### src/smg_consts.vh
// Constants for the standby-mode peripheral gating controller.
// Assumes a 32-bit APB slave with word-aligned registers.
`ifndef SMG_CONSTS_VH
`define SMG_CONSTS_VH
`define SMG_ADDR_W        8
`define SMG_OFF_CTRL      8'h00
`define SMG_OFF_CMD       8'h04
`define SMG_OFF_EDGE      8'h08
`define SMG_OFF_STATUS    8'h0C
`define SMG_OFF_ACK       8'h10
`define SMG_CTRL_W        18
`define SMG_CTRL_RST      18'h00000
`define SMG_EDGE_W        20
`define SMG_EDGE_RST      20'h00000
`define SMG_B_WTCS        0
`define SMG_B_LPRTC       1
`define SMG_B_WDTEN       2
`define SMG_B_WDTSR       3
`define SMG_B_ONSUB       4
`define SMG_B_EXSSEL      5
`define SMG_B_STEN0       6
`define SMG_B_STEN2       7
`define SMG_B_RSEL0       8
`define SMG_B_RSEL1       9
`define SMG_B_BYP         10
`define SMG_B_XTEN        16
`define SMG_B_EXSEN       17
`define SMG_B_CRISE       0
`define SMG_B_CFALL       8
`define SMG_B_ERISE       16
`define SMG_B_EFALL       18
`define SMG_B_CMD_HALT    0
`define SMG_B_CMD_STOP    1
`define SMG_ST_RUN        2'h0
`define SMG_ST_HALT       2'h1
`define SMG_ST_STOP       2'h2
`define SMG_ST_SNOOZE     2'h3
`define SMG_NUM_IRQ       41
`define SMG_NUM_CMP       6
`define SMG_CMP_WAKE_CAP  6'h05
`endif

### src/smg_standby_ctrl.v
// Standby-mode controller: HALT/STOP/SNOOZE sequencing, clock and peripheral
// gating, comparator gating and maskable-interrupt priority selection.
// Assumes pclk at 10 MHz; pins cmp_out and ext_irq are asynchronous.
//
// What this block does
// - Simultaneous pending maskable interrupts are served lowest index first, 0 to 40.
// - Comparator channels one, three, four and five never release STOP.
// - In STOP only comparators zero and two run, needing wake enable and bypass.
// - Subsystem HALT: only comparators zero and two; low-power RTC adds enable and bypass.
// - Low-speed oscillator runs on wake-timer select, or watchdog on with standby run.
// - HALT or STOP gates the CPU clock off and stops execution.
// - STOP keeps port latches and subsystem clock state; main clocks stop.
// - Subsystem HALT: timer array runs only while low-power RTC mode is 0.
// - In STOP the ADC trigger stays armed and moves the device to SNOOZE.
// - Subsystem HALT: selected subsystem source runs, the other cannot run.
// - Subsystem HALT: ADC disabled, amplifier may run with no consumer.
// - External inputs twenty and twenty-one route per timer trigger setup; comparators never reach the timer restart.
// - Restart-selected external input feeds the timer restart and never releases STOP.
//
// The APB interface to the registers and the register addresses were left to the implementer.
`default_nettype none
`include "smg_consts.vh"
module smg_standby_ctrl #(
   parameter NUM_IRQ = `SMG_NUM_IRQ,
   parameter NUM_CMP = `SMG_NUM_CMP
) (
   input  wire                  pclk,
   input  wire                  presetn,
   input  wire                  psel,
   input  wire                  penable,
   input  wire                  pwrite,
   input  wire [7:0]            paddr,
   input  wire [31:0]           pwdata,
   output reg  [31:0]           prdata,
   output reg                   pready,
   output reg                   pslverr,
   input  wire [NUM_IRQ-1:0]    irq_req,
   input  wire [NUM_CMP-1:0]    cmp_out,
   input  wire [1:0]            ext_irq,
   input  wire                  adc_trigger,
   input  wire                  adc_done,
   output reg                   cpu_clk_en_ff,
   output reg                   main_osc_en_ff,
   output reg                   subsys_xt_en_ff,
   output reg                   subsys_ext_en_ff,
   output reg                   low_speed_osc_en_ff,
   output reg                   port_hold_ff,
   output reg                   timer_array_en_ff,
   output reg                   adc_en_ff,
   output reg                   adc_wake_en_ff,
   output reg                   pga_en_ff,
   output reg  [NUM_CMP-1:0]    cmp_run_ff,
   output reg  [NUM_CMP-1:0]    comparator_interrupt_ff,
   output reg  [1:0]            ext_irq_out_ff,
   output reg  [1:0]            timer_restart_ff,
   output reg  [5:0]            irq_vector_ff,
   output reg                   irq_valid_ff,
   output reg  [1:0]            state_ff
);

   reg  [`SMG_CTRL_W-1:0] ctrl_ff;
   reg  [`SMG_EDGE_W-1:0] edge_ff;
   reg  [NUM_IRQ-1:0]     pend_ff;
   reg                    halt_sub_ff;
   reg  [NUM_CMP-1:0]     cmp_s1_ff;
   reg  [NUM_CMP-1:0]     cmp_s2_ff;
   reg  [NUM_CMP-1:0]     cmp_s3_ff;
   reg  [1:0]             ext_s1_ff;
   reg  [1:0]             ext_s2_ff;
   reg  [1:0]             ext_s3_ff;
   reg  [1:0]             nxt_state;
   wire [NUM_IRQ-1:0]     ack_mask;
   reg  [5:0]             nxt_vec;
   reg                    nxt_valid;
   reg  [31:0]            nxt_rdata;
   reg                    nxt_err;
   wire [NUM_CMP-1:0]     cmp_elig;
   wire [NUM_CMP-1:0]     cmp_evt;
   wire [NUM_CMP-1:0]     cmp_next;
   wire                   sub_next;
   wire [1:0]             ext_evt;
   wire                   wr_acc;
   wire                   setup;
   wire                   cmd_halt;
   wire                   cmd_stop;
   wire                   lprtc;
   wire                   in_stop;
   wire                   in_sub_halt;
   wire                   cmp_wake;
   wire                   ext_wake;
   wire                   any_pend;
   wire                   loco_stby;
   integer                i;

   assign setup = psel & ~penable;
   assign wr_acc = psel & penable & pready & pwrite;
   assign cmd_halt = wr_acc & (paddr == `SMG_OFF_CMD) & pwdata[`SMG_B_CMD_HALT];
   assign cmd_stop = wr_acc & (paddr == `SMG_OFF_CMD) & pwdata[`SMG_B_CMD_STOP];
   assign lprtc = ctrl_ff[`SMG_B_LPRTC];
   assign in_stop = (state_ff == `SMG_ST_STOP) | (state_ff == `SMG_ST_SNOOZE);
   assign in_sub_halt = (state_ff == `SMG_ST_HALT) & halt_sub_ff;
   assign any_pend = |pend_ff;
   assign sub_next = (nxt_state == `SMG_ST_HALT) & ((state_ff == `SMG_ST_RUN) ? ctrl_ff[`SMG_B_ONSUB] : halt_sub_ff);
   assign ack_mask = {{(NUM_IRQ-1){1'b0}}, wr_acc & (paddr == `SMG_OFF_ACK)} << pwdata[5:0];
   // Per-channel eligibility and event detection.
   genvar n;
   generate
      for (n = 0; n < NUM_CMP; n = n + 1) begin : g_cmp
         wire cap;
         wire sten;
         wire qual;
         wire rise;
         wire fall;
         assign cap  = (n == 0) | (n == 2);
         assign sten = (n == 0) ? ctrl_ff[`SMG_B_STEN0] : (n == 2) ? ctrl_ff[`SMG_B_STEN2] : 1'b0;
         assign qual = cap & sten & ctrl_ff[`SMG_B_BYP + n];
         assign rise = cmp_s2_ff[n] & ~cmp_s3_ff[n];
         assign fall = ~cmp_s2_ff[n] & cmp_s3_ff[n];
         assign cmp_elig[n] = in_stop ? qual :
                              in_sub_halt ? (cap & (~lprtc | qual)) :
                              1'b1;
         assign cmp_next[n] = nxt_state[1] ? qual :
                              sub_next ? (cap & (~lprtc | qual)) : 1'b1;
         assign cmp_evt[n] = sten ? rise :
                             ((rise & edge_ff[`SMG_B_CRISE + n]) |
                              (fall & edge_ff[`SMG_B_CFALL + n]));
      end
   endgenerate
   assign cmp_wake = |(cmp_evt & cmp_elig & `SMG_CMP_WAKE_CAP);
   assign ext_evt = ((ext_s2_ff & ~ext_s3_ff) & edge_ff[`SMG_B_ERISE +: 2]) |
                    ((~ext_s2_ff & ext_s3_ff) & edge_ff[`SMG_B_EFALL +: 2]);
   assign ext_wake = |(ext_evt & ~ctrl_ff[`SMG_B_RSEL0 +: 2]);
   assign loco_stby = ctrl_ff[`SMG_B_WTCS] |
                      (ctrl_ff[`SMG_B_WDTEN] & ctrl_ff[`SMG_B_WDTSR]);
   // Standby state sequencing.
   always @* begin
      nxt_state = state_ff;
      case (state_ff)
         `SMG_ST_RUN: begin
            if (cmd_stop) begin
               nxt_state = `SMG_ST_STOP;
            end else if (cmd_halt) begin
               nxt_state = `SMG_ST_HALT;
            end
         end
         `SMG_ST_HALT: begin
            if (any_pend | cmp_wake | ext_wake) begin
               nxt_state = `SMG_ST_RUN;
            end
         end
         `SMG_ST_STOP: begin
            if (any_pend | cmp_wake | ext_wake) begin
               nxt_state = `SMG_ST_RUN;
            end else if (adc_trigger) begin
               nxt_state = `SMG_ST_SNOOZE;
            end
         end
         `SMG_ST_SNOOZE: begin
            if (any_pend | cmp_wake | ext_wake) begin
               nxt_state = `SMG_ST_RUN;
            end else if (adc_done) begin
               nxt_state = `SMG_ST_STOP;
            end
         end
         default: begin
            nxt_state = `SMG_ST_RUN;
         end
      endcase
   end
   // Fixed priority: the lowest pending index wins.
   always @* begin
      nxt_vec = 6'h00;
      nxt_valid = 1'b0;
      for (i = NUM_IRQ - 1; i >= 0; i = i - 1) begin
         if (pend_ff[i]) begin
            nxt_vec = i[5:0];
            nxt_valid = 1'b1;
         end
      end
   end

   // Read mux and unmapped-address detection.
   always @* begin
      nxt_rdata = 32'h00000000;
      nxt_err = 1'b0;
      case (paddr)
         `SMG_OFF_CTRL: begin
            nxt_rdata[`SMG_CTRL_W-1:0] = ctrl_ff;
         end
         `SMG_OFF_CMD, `SMG_OFF_ACK: begin
            nxt_rdata = 32'h00000000;
         end
         `SMG_OFF_EDGE: begin
            nxt_rdata[`SMG_EDGE_W-1:0] = edge_ff;
         end
         `SMG_OFF_STATUS: begin
            nxt_rdata[1:0] = state_ff;
            nxt_rdata[2] = halt_sub_ff;
            nxt_rdata[13:8] = irq_vector_ff;
            nxt_rdata[14] = irq_valid_ff;
            nxt_rdata[21:16] = cmp_run_ff;
         end
         default: begin
            nxt_err = 1'b1;
         end
      endcase
   end
   // Bus slave: one wait-free access phase after each setup cycle.
   always @(posedge pclk or negedge presetn) begin
      if (!presetn) begin
         pready <= 1'b0;
         pslverr <= 1'b0;
         prdata <= 32'h00000000;
         ctrl_ff <= `SMG_CTRL_RST;
         edge_ff <= `SMG_EDGE_RST;
      end else begin
         pready <= setup;
         if (setup) begin
            prdata <= pwrite ? 32'h00000000 : nxt_rdata;
            pslverr <= nxt_err;
         end else begin
            pslverr <= 1'b0;
         end
         if (wr_acc && (paddr == `SMG_OFF_CTRL)) begin
            ctrl_ff <= pwdata[`SMG_CTRL_W-1:0];
         end
         if (wr_acc && (paddr == `SMG_OFF_EDGE)) begin
            edge_ff <= pwdata[`SMG_EDGE_W-1:0];
         end
      end
   end

   // Input synchronisers and the pending flags; a new request beats its clear.
   always @(posedge pclk or negedge presetn) begin
      if (!presetn) begin
         cmp_s1_ff <= {NUM_CMP{1'b0}};
         cmp_s2_ff <= {NUM_CMP{1'b0}};
         cmp_s3_ff <= {NUM_CMP{1'b0}};
         ext_s1_ff <= 2'h0;
         ext_s2_ff <= 2'h0;
         ext_s3_ff <= 2'h0;
         pend_ff <= {NUM_IRQ{1'b0}};
         irq_vector_ff <= 6'h00;
         irq_valid_ff <= 1'b0;
      end else begin
         cmp_s1_ff <= cmp_out;
         cmp_s2_ff <= cmp_s1_ff;
         cmp_s3_ff <= cmp_s2_ff;
         ext_s1_ff <= ext_irq;
         ext_s2_ff <= ext_s1_ff;
         ext_s3_ff <= ext_s2_ff;
         pend_ff <= (pend_ff & ~ack_mask) | irq_req;
         irq_vector_ff <= nxt_vec;
         irq_valid_ff <= nxt_valid;
      end
   end

   // State register and interrupt routing outputs.
   always @(posedge pclk or negedge presetn) begin
      if (!presetn) begin
         state_ff <= `SMG_ST_RUN;
         halt_sub_ff <= 1'b0;
         comparator_interrupt_ff <= {NUM_CMP{1'b0}};
         cmp_run_ff <= {NUM_CMP{1'b1}};
         ext_irq_out_ff <= 2'h0;
         timer_restart_ff <= 2'h0;
      end else begin
         state_ff <= nxt_state;
         if ((state_ff == `SMG_ST_RUN) && cmd_halt && !cmd_stop) begin
            halt_sub_ff <= ctrl_ff[`SMG_B_ONSUB];
         end
         comparator_interrupt_ff <= cmp_evt & cmp_next;
         cmp_run_ff <= cmp_next;
         ext_irq_out_ff <= ext_evt & ~ctrl_ff[`SMG_B_RSEL0 +: 2];
         timer_restart_ff <= ext_evt & ctrl_ff[`SMG_B_RSEL0 +: 2];
      end
   end

   // Clock and peripheral gating per state.
   always @(posedge pclk or negedge presetn) begin
      if (!presetn) begin
         cpu_clk_en_ff <= 1'b1;
         main_osc_en_ff <= 1'b1;
         subsys_xt_en_ff <= 1'b0;
         subsys_ext_en_ff <= 1'b0;
         low_speed_osc_en_ff <= 1'b1;
         port_hold_ff <= 1'b0;
         timer_array_en_ff <= 1'b1;
         adc_en_ff <= 1'b1;
         adc_wake_en_ff <= 1'b0;
         pga_en_ff <= 1'b1;
      end else begin
         cpu_clk_en_ff <= (nxt_state == `SMG_ST_RUN);
         port_hold_ff <= (nxt_state != `SMG_ST_RUN);
         low_speed_osc_en_ff <= (nxt_state == `SMG_ST_RUN) | loco_stby;
         pga_en_ff <= 1'b1;
         case (nxt_state)
            `SMG_ST_RUN: begin
               main_osc_en_ff <= 1'b1;
               subsys_xt_en_ff <= ctrl_ff[`SMG_B_XTEN];
               subsys_ext_en_ff <= ctrl_ff[`SMG_B_EXSEN];
               timer_array_en_ff <= 1'b1;
               adc_en_ff <= 1'b1;
               adc_wake_en_ff <= 1'b0;
            end
            `SMG_ST_HALT: begin
               if (sub_next) begin
                  main_osc_en_ff <= 1'b0;
                  subsys_xt_en_ff <= ~ctrl_ff[`SMG_B_EXSSEL];
                  subsys_ext_en_ff <= ctrl_ff[`SMG_B_EXSSEL];
                  timer_array_en_ff <= ~lprtc;
                  adc_en_ff <= 1'b0;
               end else begin
                  main_osc_en_ff <= 1'b1;
                  timer_array_en_ff <= 1'b1;
                  adc_en_ff <= 1'b1;
               end
               adc_wake_en_ff <= 1'b0;
            end
            `SMG_ST_STOP: begin
               main_osc_en_ff <= 1'b0;
               timer_array_en_ff <= 1'b0;
               adc_en_ff <= 1'b0;
               adc_wake_en_ff <= 1'b1;
            end
            default: begin
               main_osc_en_ff <= 1'b1;
               timer_array_en_ff <= 1'b0;
               adc_en_ff <= 1'b1;
               adc_wake_en_ff <= 1'b1;
            end
         endcase
      end
   end

endmodule
`default_nettype wire

### config.mk
export PLATFORM = sky130hd
export DESIGN_NAME = smg_standby_ctrl
export DESIGN_NICKNAME = d
export VERILOG_FILES = /design/src/smg_standby_ctrl.v
export VERILOG_INCLUDE_DIRS = /design/src
export SDC_FILE = /design/constraint.sdc
export NUM_CORES = 1
export LEC_CHECK = 0
export BUFFER_PORTS_ARGS = -buffer_cell sky130_fd_sc_hd__buf_2
export CAP_MARGIN = 20
export CORE_ASPECT_RATIO = 0.7
export CORE_MARGIN = 8
export CORE_UTILIZATION = 48
export CTS_CLUSTER_SIZE = 40
export DETAILED_ROUTE_END_ITERATION = 10
export PLACE_DENSITY = 0.76
export SETUP_SLACK_MARGIN = 0.02
export SYNTH_ARGS = -nofsm -noshare
export SYNTH_HDL_FRONTEND = slang
export SYNTH_SLANG_ARGS = --single-unit
### constraint.sdc
create_clock -name pclk -period 2.3 [get_ports pclk]
set_input_delay 0.46 -clock pclk [delete_from_list [all_inputs] [get_ports pclk]]
set_output_delay 0.46 -clock pclk [all_outputs]
set_load 0.01 [all_outputs]
==> reports/results.md <==
* finished, violations left — outcome
* negative setup slack — violations in the final reports
* 6,031 — number of global-route vias before repair
* 60 — maximum number of pins on one net before global-route repair
* 43.3% — relative slew slack
* 31,700 um — wire length of the first global-routing pass
* 6810 sq um — cell area after technology mapping
* 5 — Detailed Routing Iterations Pass 1
* 0 — max-cap check violation count
* 36 — row count
* 158 um — Die X-Extent
* flop — kind of end point of the critical path
* sky130_fd_sc_hd__dfrtp_1 55%, sky130_fd_sc_hd__mux2_2 7.9%, sky130_fd_sc_hd__o21ai_0 3.5% — leading cell types by total area after synthesis
* 2.47 ns — clock period minus final worst setup slack
* 0.0121 ns — final setup skew
* 157 — #FFs+latches synth
* 4 — Crit Path Max Fanout
* 0.06 ns — Clk pin slew, worst setup/hold paths
* 0 — Synth Warn #
* 42.3% — fraction of final layout cells sized beyond drive strength 1
* 57.8% — sequential cell area fraction in the yosys report
* yes — TritonCTS clock tree
* 100% — post-synthesis async set-or-reset flop share
* 0.42 ns — Skew-Pair Late Insertion Delay
* 15,400 um — Detail Placement HPWL
* 0.920 — Placer Congestion
* 17 — CTS Buf Count
* sky130_fd_sc_hd__clkbuf_16 — root buffer cell
* 2.80 ns — arrival time worst endpoint
* 66.2% — fraction of the core area covered by cells at the end of the flow
* 0 — number of max-slew violations in the final report
* primary input to flop — type of the worst min-delay path
* 609 — number of cells produced by synthesis
* 0 — final hold viol count
* 0 — post-route antenna net violation count
* 0 — count of flip-flops with a built-in enable after synthesis
* 107% — Final period util
* 11.2 sq um — Mapped Avg Cell Area
* 55.1% — Synth top area share
* 0.827 ns — Worst Max-Slew Pin Slew
* 157 — clock sink count
* 141 — input/output buffers
* 647 nW/um^2 — power density relative to cell area
* sky130_fd_sc_hd__dfrtp_1 — leading register cell type out of synthesis
* 116 um — chip height
* 1 — Min-Delay Path Depth
* 4 — H-tree depth
* 0 — number of antenna violations at the first check in global routing
* 7 — Worst Reg-to-Reg Cells
* yes — setup repair after global routing missed its margin
* -0.169 ns — post-route worst setup slack
* 5.45 — Vias/cell
* 1,055 — final standard cell count with taps included and fillers excluded
* flop — startpoint type of the worst setup path
* 472 uV — Peak supply drop
* 49.1% — starting utilization of the core area
* 1,013 — number of cells after detailed placement
* 34.8% — area added between synthesis and finish
* 949 — count of nets after finishing
* 5940 uW — total power
* 56 — number of unique standard cell types used by synthesis
* 2.63 ns — data required time of the worst path
* 18,300 sq um — die area
* 165 — Top Ports
* 0 — Diodes inserted
* 0 — total overflow reported by the global router
* 0.405 GHz — highest achievable clock rate
* 0 — residual DRC count
* 493 — number of DRC markers in iteration 0
* 0.00435 uW — Leak
* 2 — CTS Buffer Depth
* flop to flop — type of the worst setup path
* 22.8% — overall global routing resource usage
* 16 — count of endpoints failing setup in the final report
* sky130_fd_sc_hd__dfrtp_1 — library cell with the largest summed area after synthesis
* 20,700 um — overall routed net length
* 13,900 sq um — core area
* 5,753 — routed vias
* 19.6 um — wire length per cell
[sequential cells by signal, indices dropped and copies added (netlist names), 3 cells and up]
signal and cells:
edge_ff 20, cmp_run_ff 3, cmp_s1_ff 6, pend_ff 41, cmp_s2_ff 6, cmp_s3_ff 6
irq_vector_ff 6, comparator_interrupt_ff 6, ctrl_ff 18, prdata 21
[final cells by class]
cell class | instances | area (sq um)
fill | 1098 | 4690
tap | 190 | 238
timing repair buffer | 251 | 1590
clock inverter | 9 | 135
inverter | 25 | 96.3
multi-input combinational | 401 | 2710
sequential | 157 | 3940
clock buffer | 22 | 474
[report_power, final]
part | internal [uW] | switching [uW]
Combinational | 100 | 157
Clock | 1790 | 1090
Sequential | 2790 | 15.1
Total | 4680 | 1260
[worst paths after layout]
kind                                              from                       endpoint  slack (ns)
worst max-delay path             pend_ff[32]$_DFF_PN0_  low_speed_osc_en_ff$_DFF_PN1_       -0.17
worst min-delay path                        cmp_out[2]         cmp_s1_ff[2]$_DFF_PN0_        0.14
worst max register to register   pend_ff[32]$_DFF_PN0_  low_speed_osc_en_ff$_DFF_PN1_       -0.17
worst min register to register  cmp_s1_ff[4]$_DFF_PN0_         cmp_s2_ff[4]$_DFF_PN0_        0.35
max in group asynchronous                      presetn        cmp_run_ff[2]$_DFF_PN1_        1.13
min in group asynchronous                      presetn          pend_ff[36]$_DFF_PN0_        0.49
[routing by layer]
layer	wire (um)	vias up	global-route usage (%)
li1	-	2645	-
met1	8650	2780	29.7
met2	9460	286	35.1
met3	2200	42	7.08
met4	424	0	9.27
met5	0	-	0
[stage by stage]
step	instance area [sq um]	hold slack, ns	setup slack, ns	TNS (ns)
2_1_floorplan	6860	0.164	-0.00379	-0.00379
3_3_place_gp	8380	0.332	-0.231	-9.31
3_5_place_dp	8380	0.340	-0.286	-13.21
4_1_cts	9120	0.124	-0.128	-0.791
5_1_grt	9190	0.125	-0.217	-2.45
6_report	9190	0.138	-0.169	-1.29
[what timing repair did]
| action | 4_1_cts | 5_1_grt |
|---|---|---|
| pin swaps | 5 | 2 |
| hold buffers | 1 | 0 |
| buffers inserted | 8 | 4 |
| gates resized for setup | 16 | 14 |
| endpoints found under the setup margin | 16 | 20 |
| hold endpoints to repair | 33 | 0 |
[cells in the mapped netlist (all sizes together) (6+ instances only)]
cell and number:
a21o 28, a21oi 19, a22o 6, a22oi 12, buf 18, clkbuf 17, dfrtp 150, dfstp 7
inv 25, mux2 48, nand2 58, nand2b 26, nand3 11, nand3b 13, nor2 22, nor3 16
nor4 13, o21ai 48, o31ai 6
[worst max-delay path: stages, from the launching register on]
cell and delay, ns:
sky130_fd_sc_hd__dfrtp_1 0.38, sky130_fd_sc_hd__or4_4 0.55, sky130_fd_sc_hd__nor3b_4 0.23, sky130_fd_sc_hd__and3_4 0.25, sky130_fd_sc_hd__inv_2 0.05, sky130_fd_sc_hd__o41a_1 0.43, sky130_fd_sc_hd__and2_4 0.20, sky130_fd_sc_hd__a211o_1 0.27
[cell families (layout without fill, tap and decap cells)]
family | Yosys count | in the layout | synth area share [%]
DFF | 157 | 157 | 57.8
and+or+nand+nor | 192 | 192 | 15.3
muxes | 52 | 52 | 8.52
AOI/OAI and AO/OA | 146 | 146 | 14.0
other | 2 | 11 | 0.110
buffers and inverters | 60 | 307 | 4.30
[placed cells by master (no fill, tap or decap), types with 4 or more instances in the layout]
cell type,instances
sky130_fd_sc_hd__nand3b_1,13
sky130_fd_sc_hd__clkbuf_16,17
sky130_fd_sc_hd__a22o_1,6
sky130_fd_sc_hd__nand3_1,11
sky130_fd_sc_hd__nor2_1,22
sky130_fd_sc_hd__dfstp_2,7
sky130_fd_sc_hd__mux2i_1,4
sky130_fd_sc_hd__buf_4,100
sky130_fd_sc_hd__o21ai_0,47
sky130_fd_sc_hd__buf_2,140
sky130_fd_sc_hd__a21oi_2,5
sky130_fd_sc_hd__a22oi_1,12
sky130_fd_sc_hd__inv_1,21
sky130_fd_sc_hd__o31ai_1,5
sky130_fd_sc_hd__dfrtp_1,150
sky130_fd_sc_hd__mux2_2,48
sky130_fd_sc_hd__nand2b_1,26
sky130_fd_sc_hd__a21o_1,28
sky130_fd_sc_hd__conb_1,11
sky130_fd_sc_hd__nor3_1,15
sky130_fd_sc_hd__nand2_1,57
sky130_fd_sc_hd__a311oi_1,4
sky130_fd_sc_hd__a21oi_1,13
sky130_fd_sc_hd__buf_6,8
sky130_fd_sc_hd__a21boi_0,4
sky130_fd_sc_hd__nor4_1,10
Note: power is estimated with default switching activity, not from simulation.
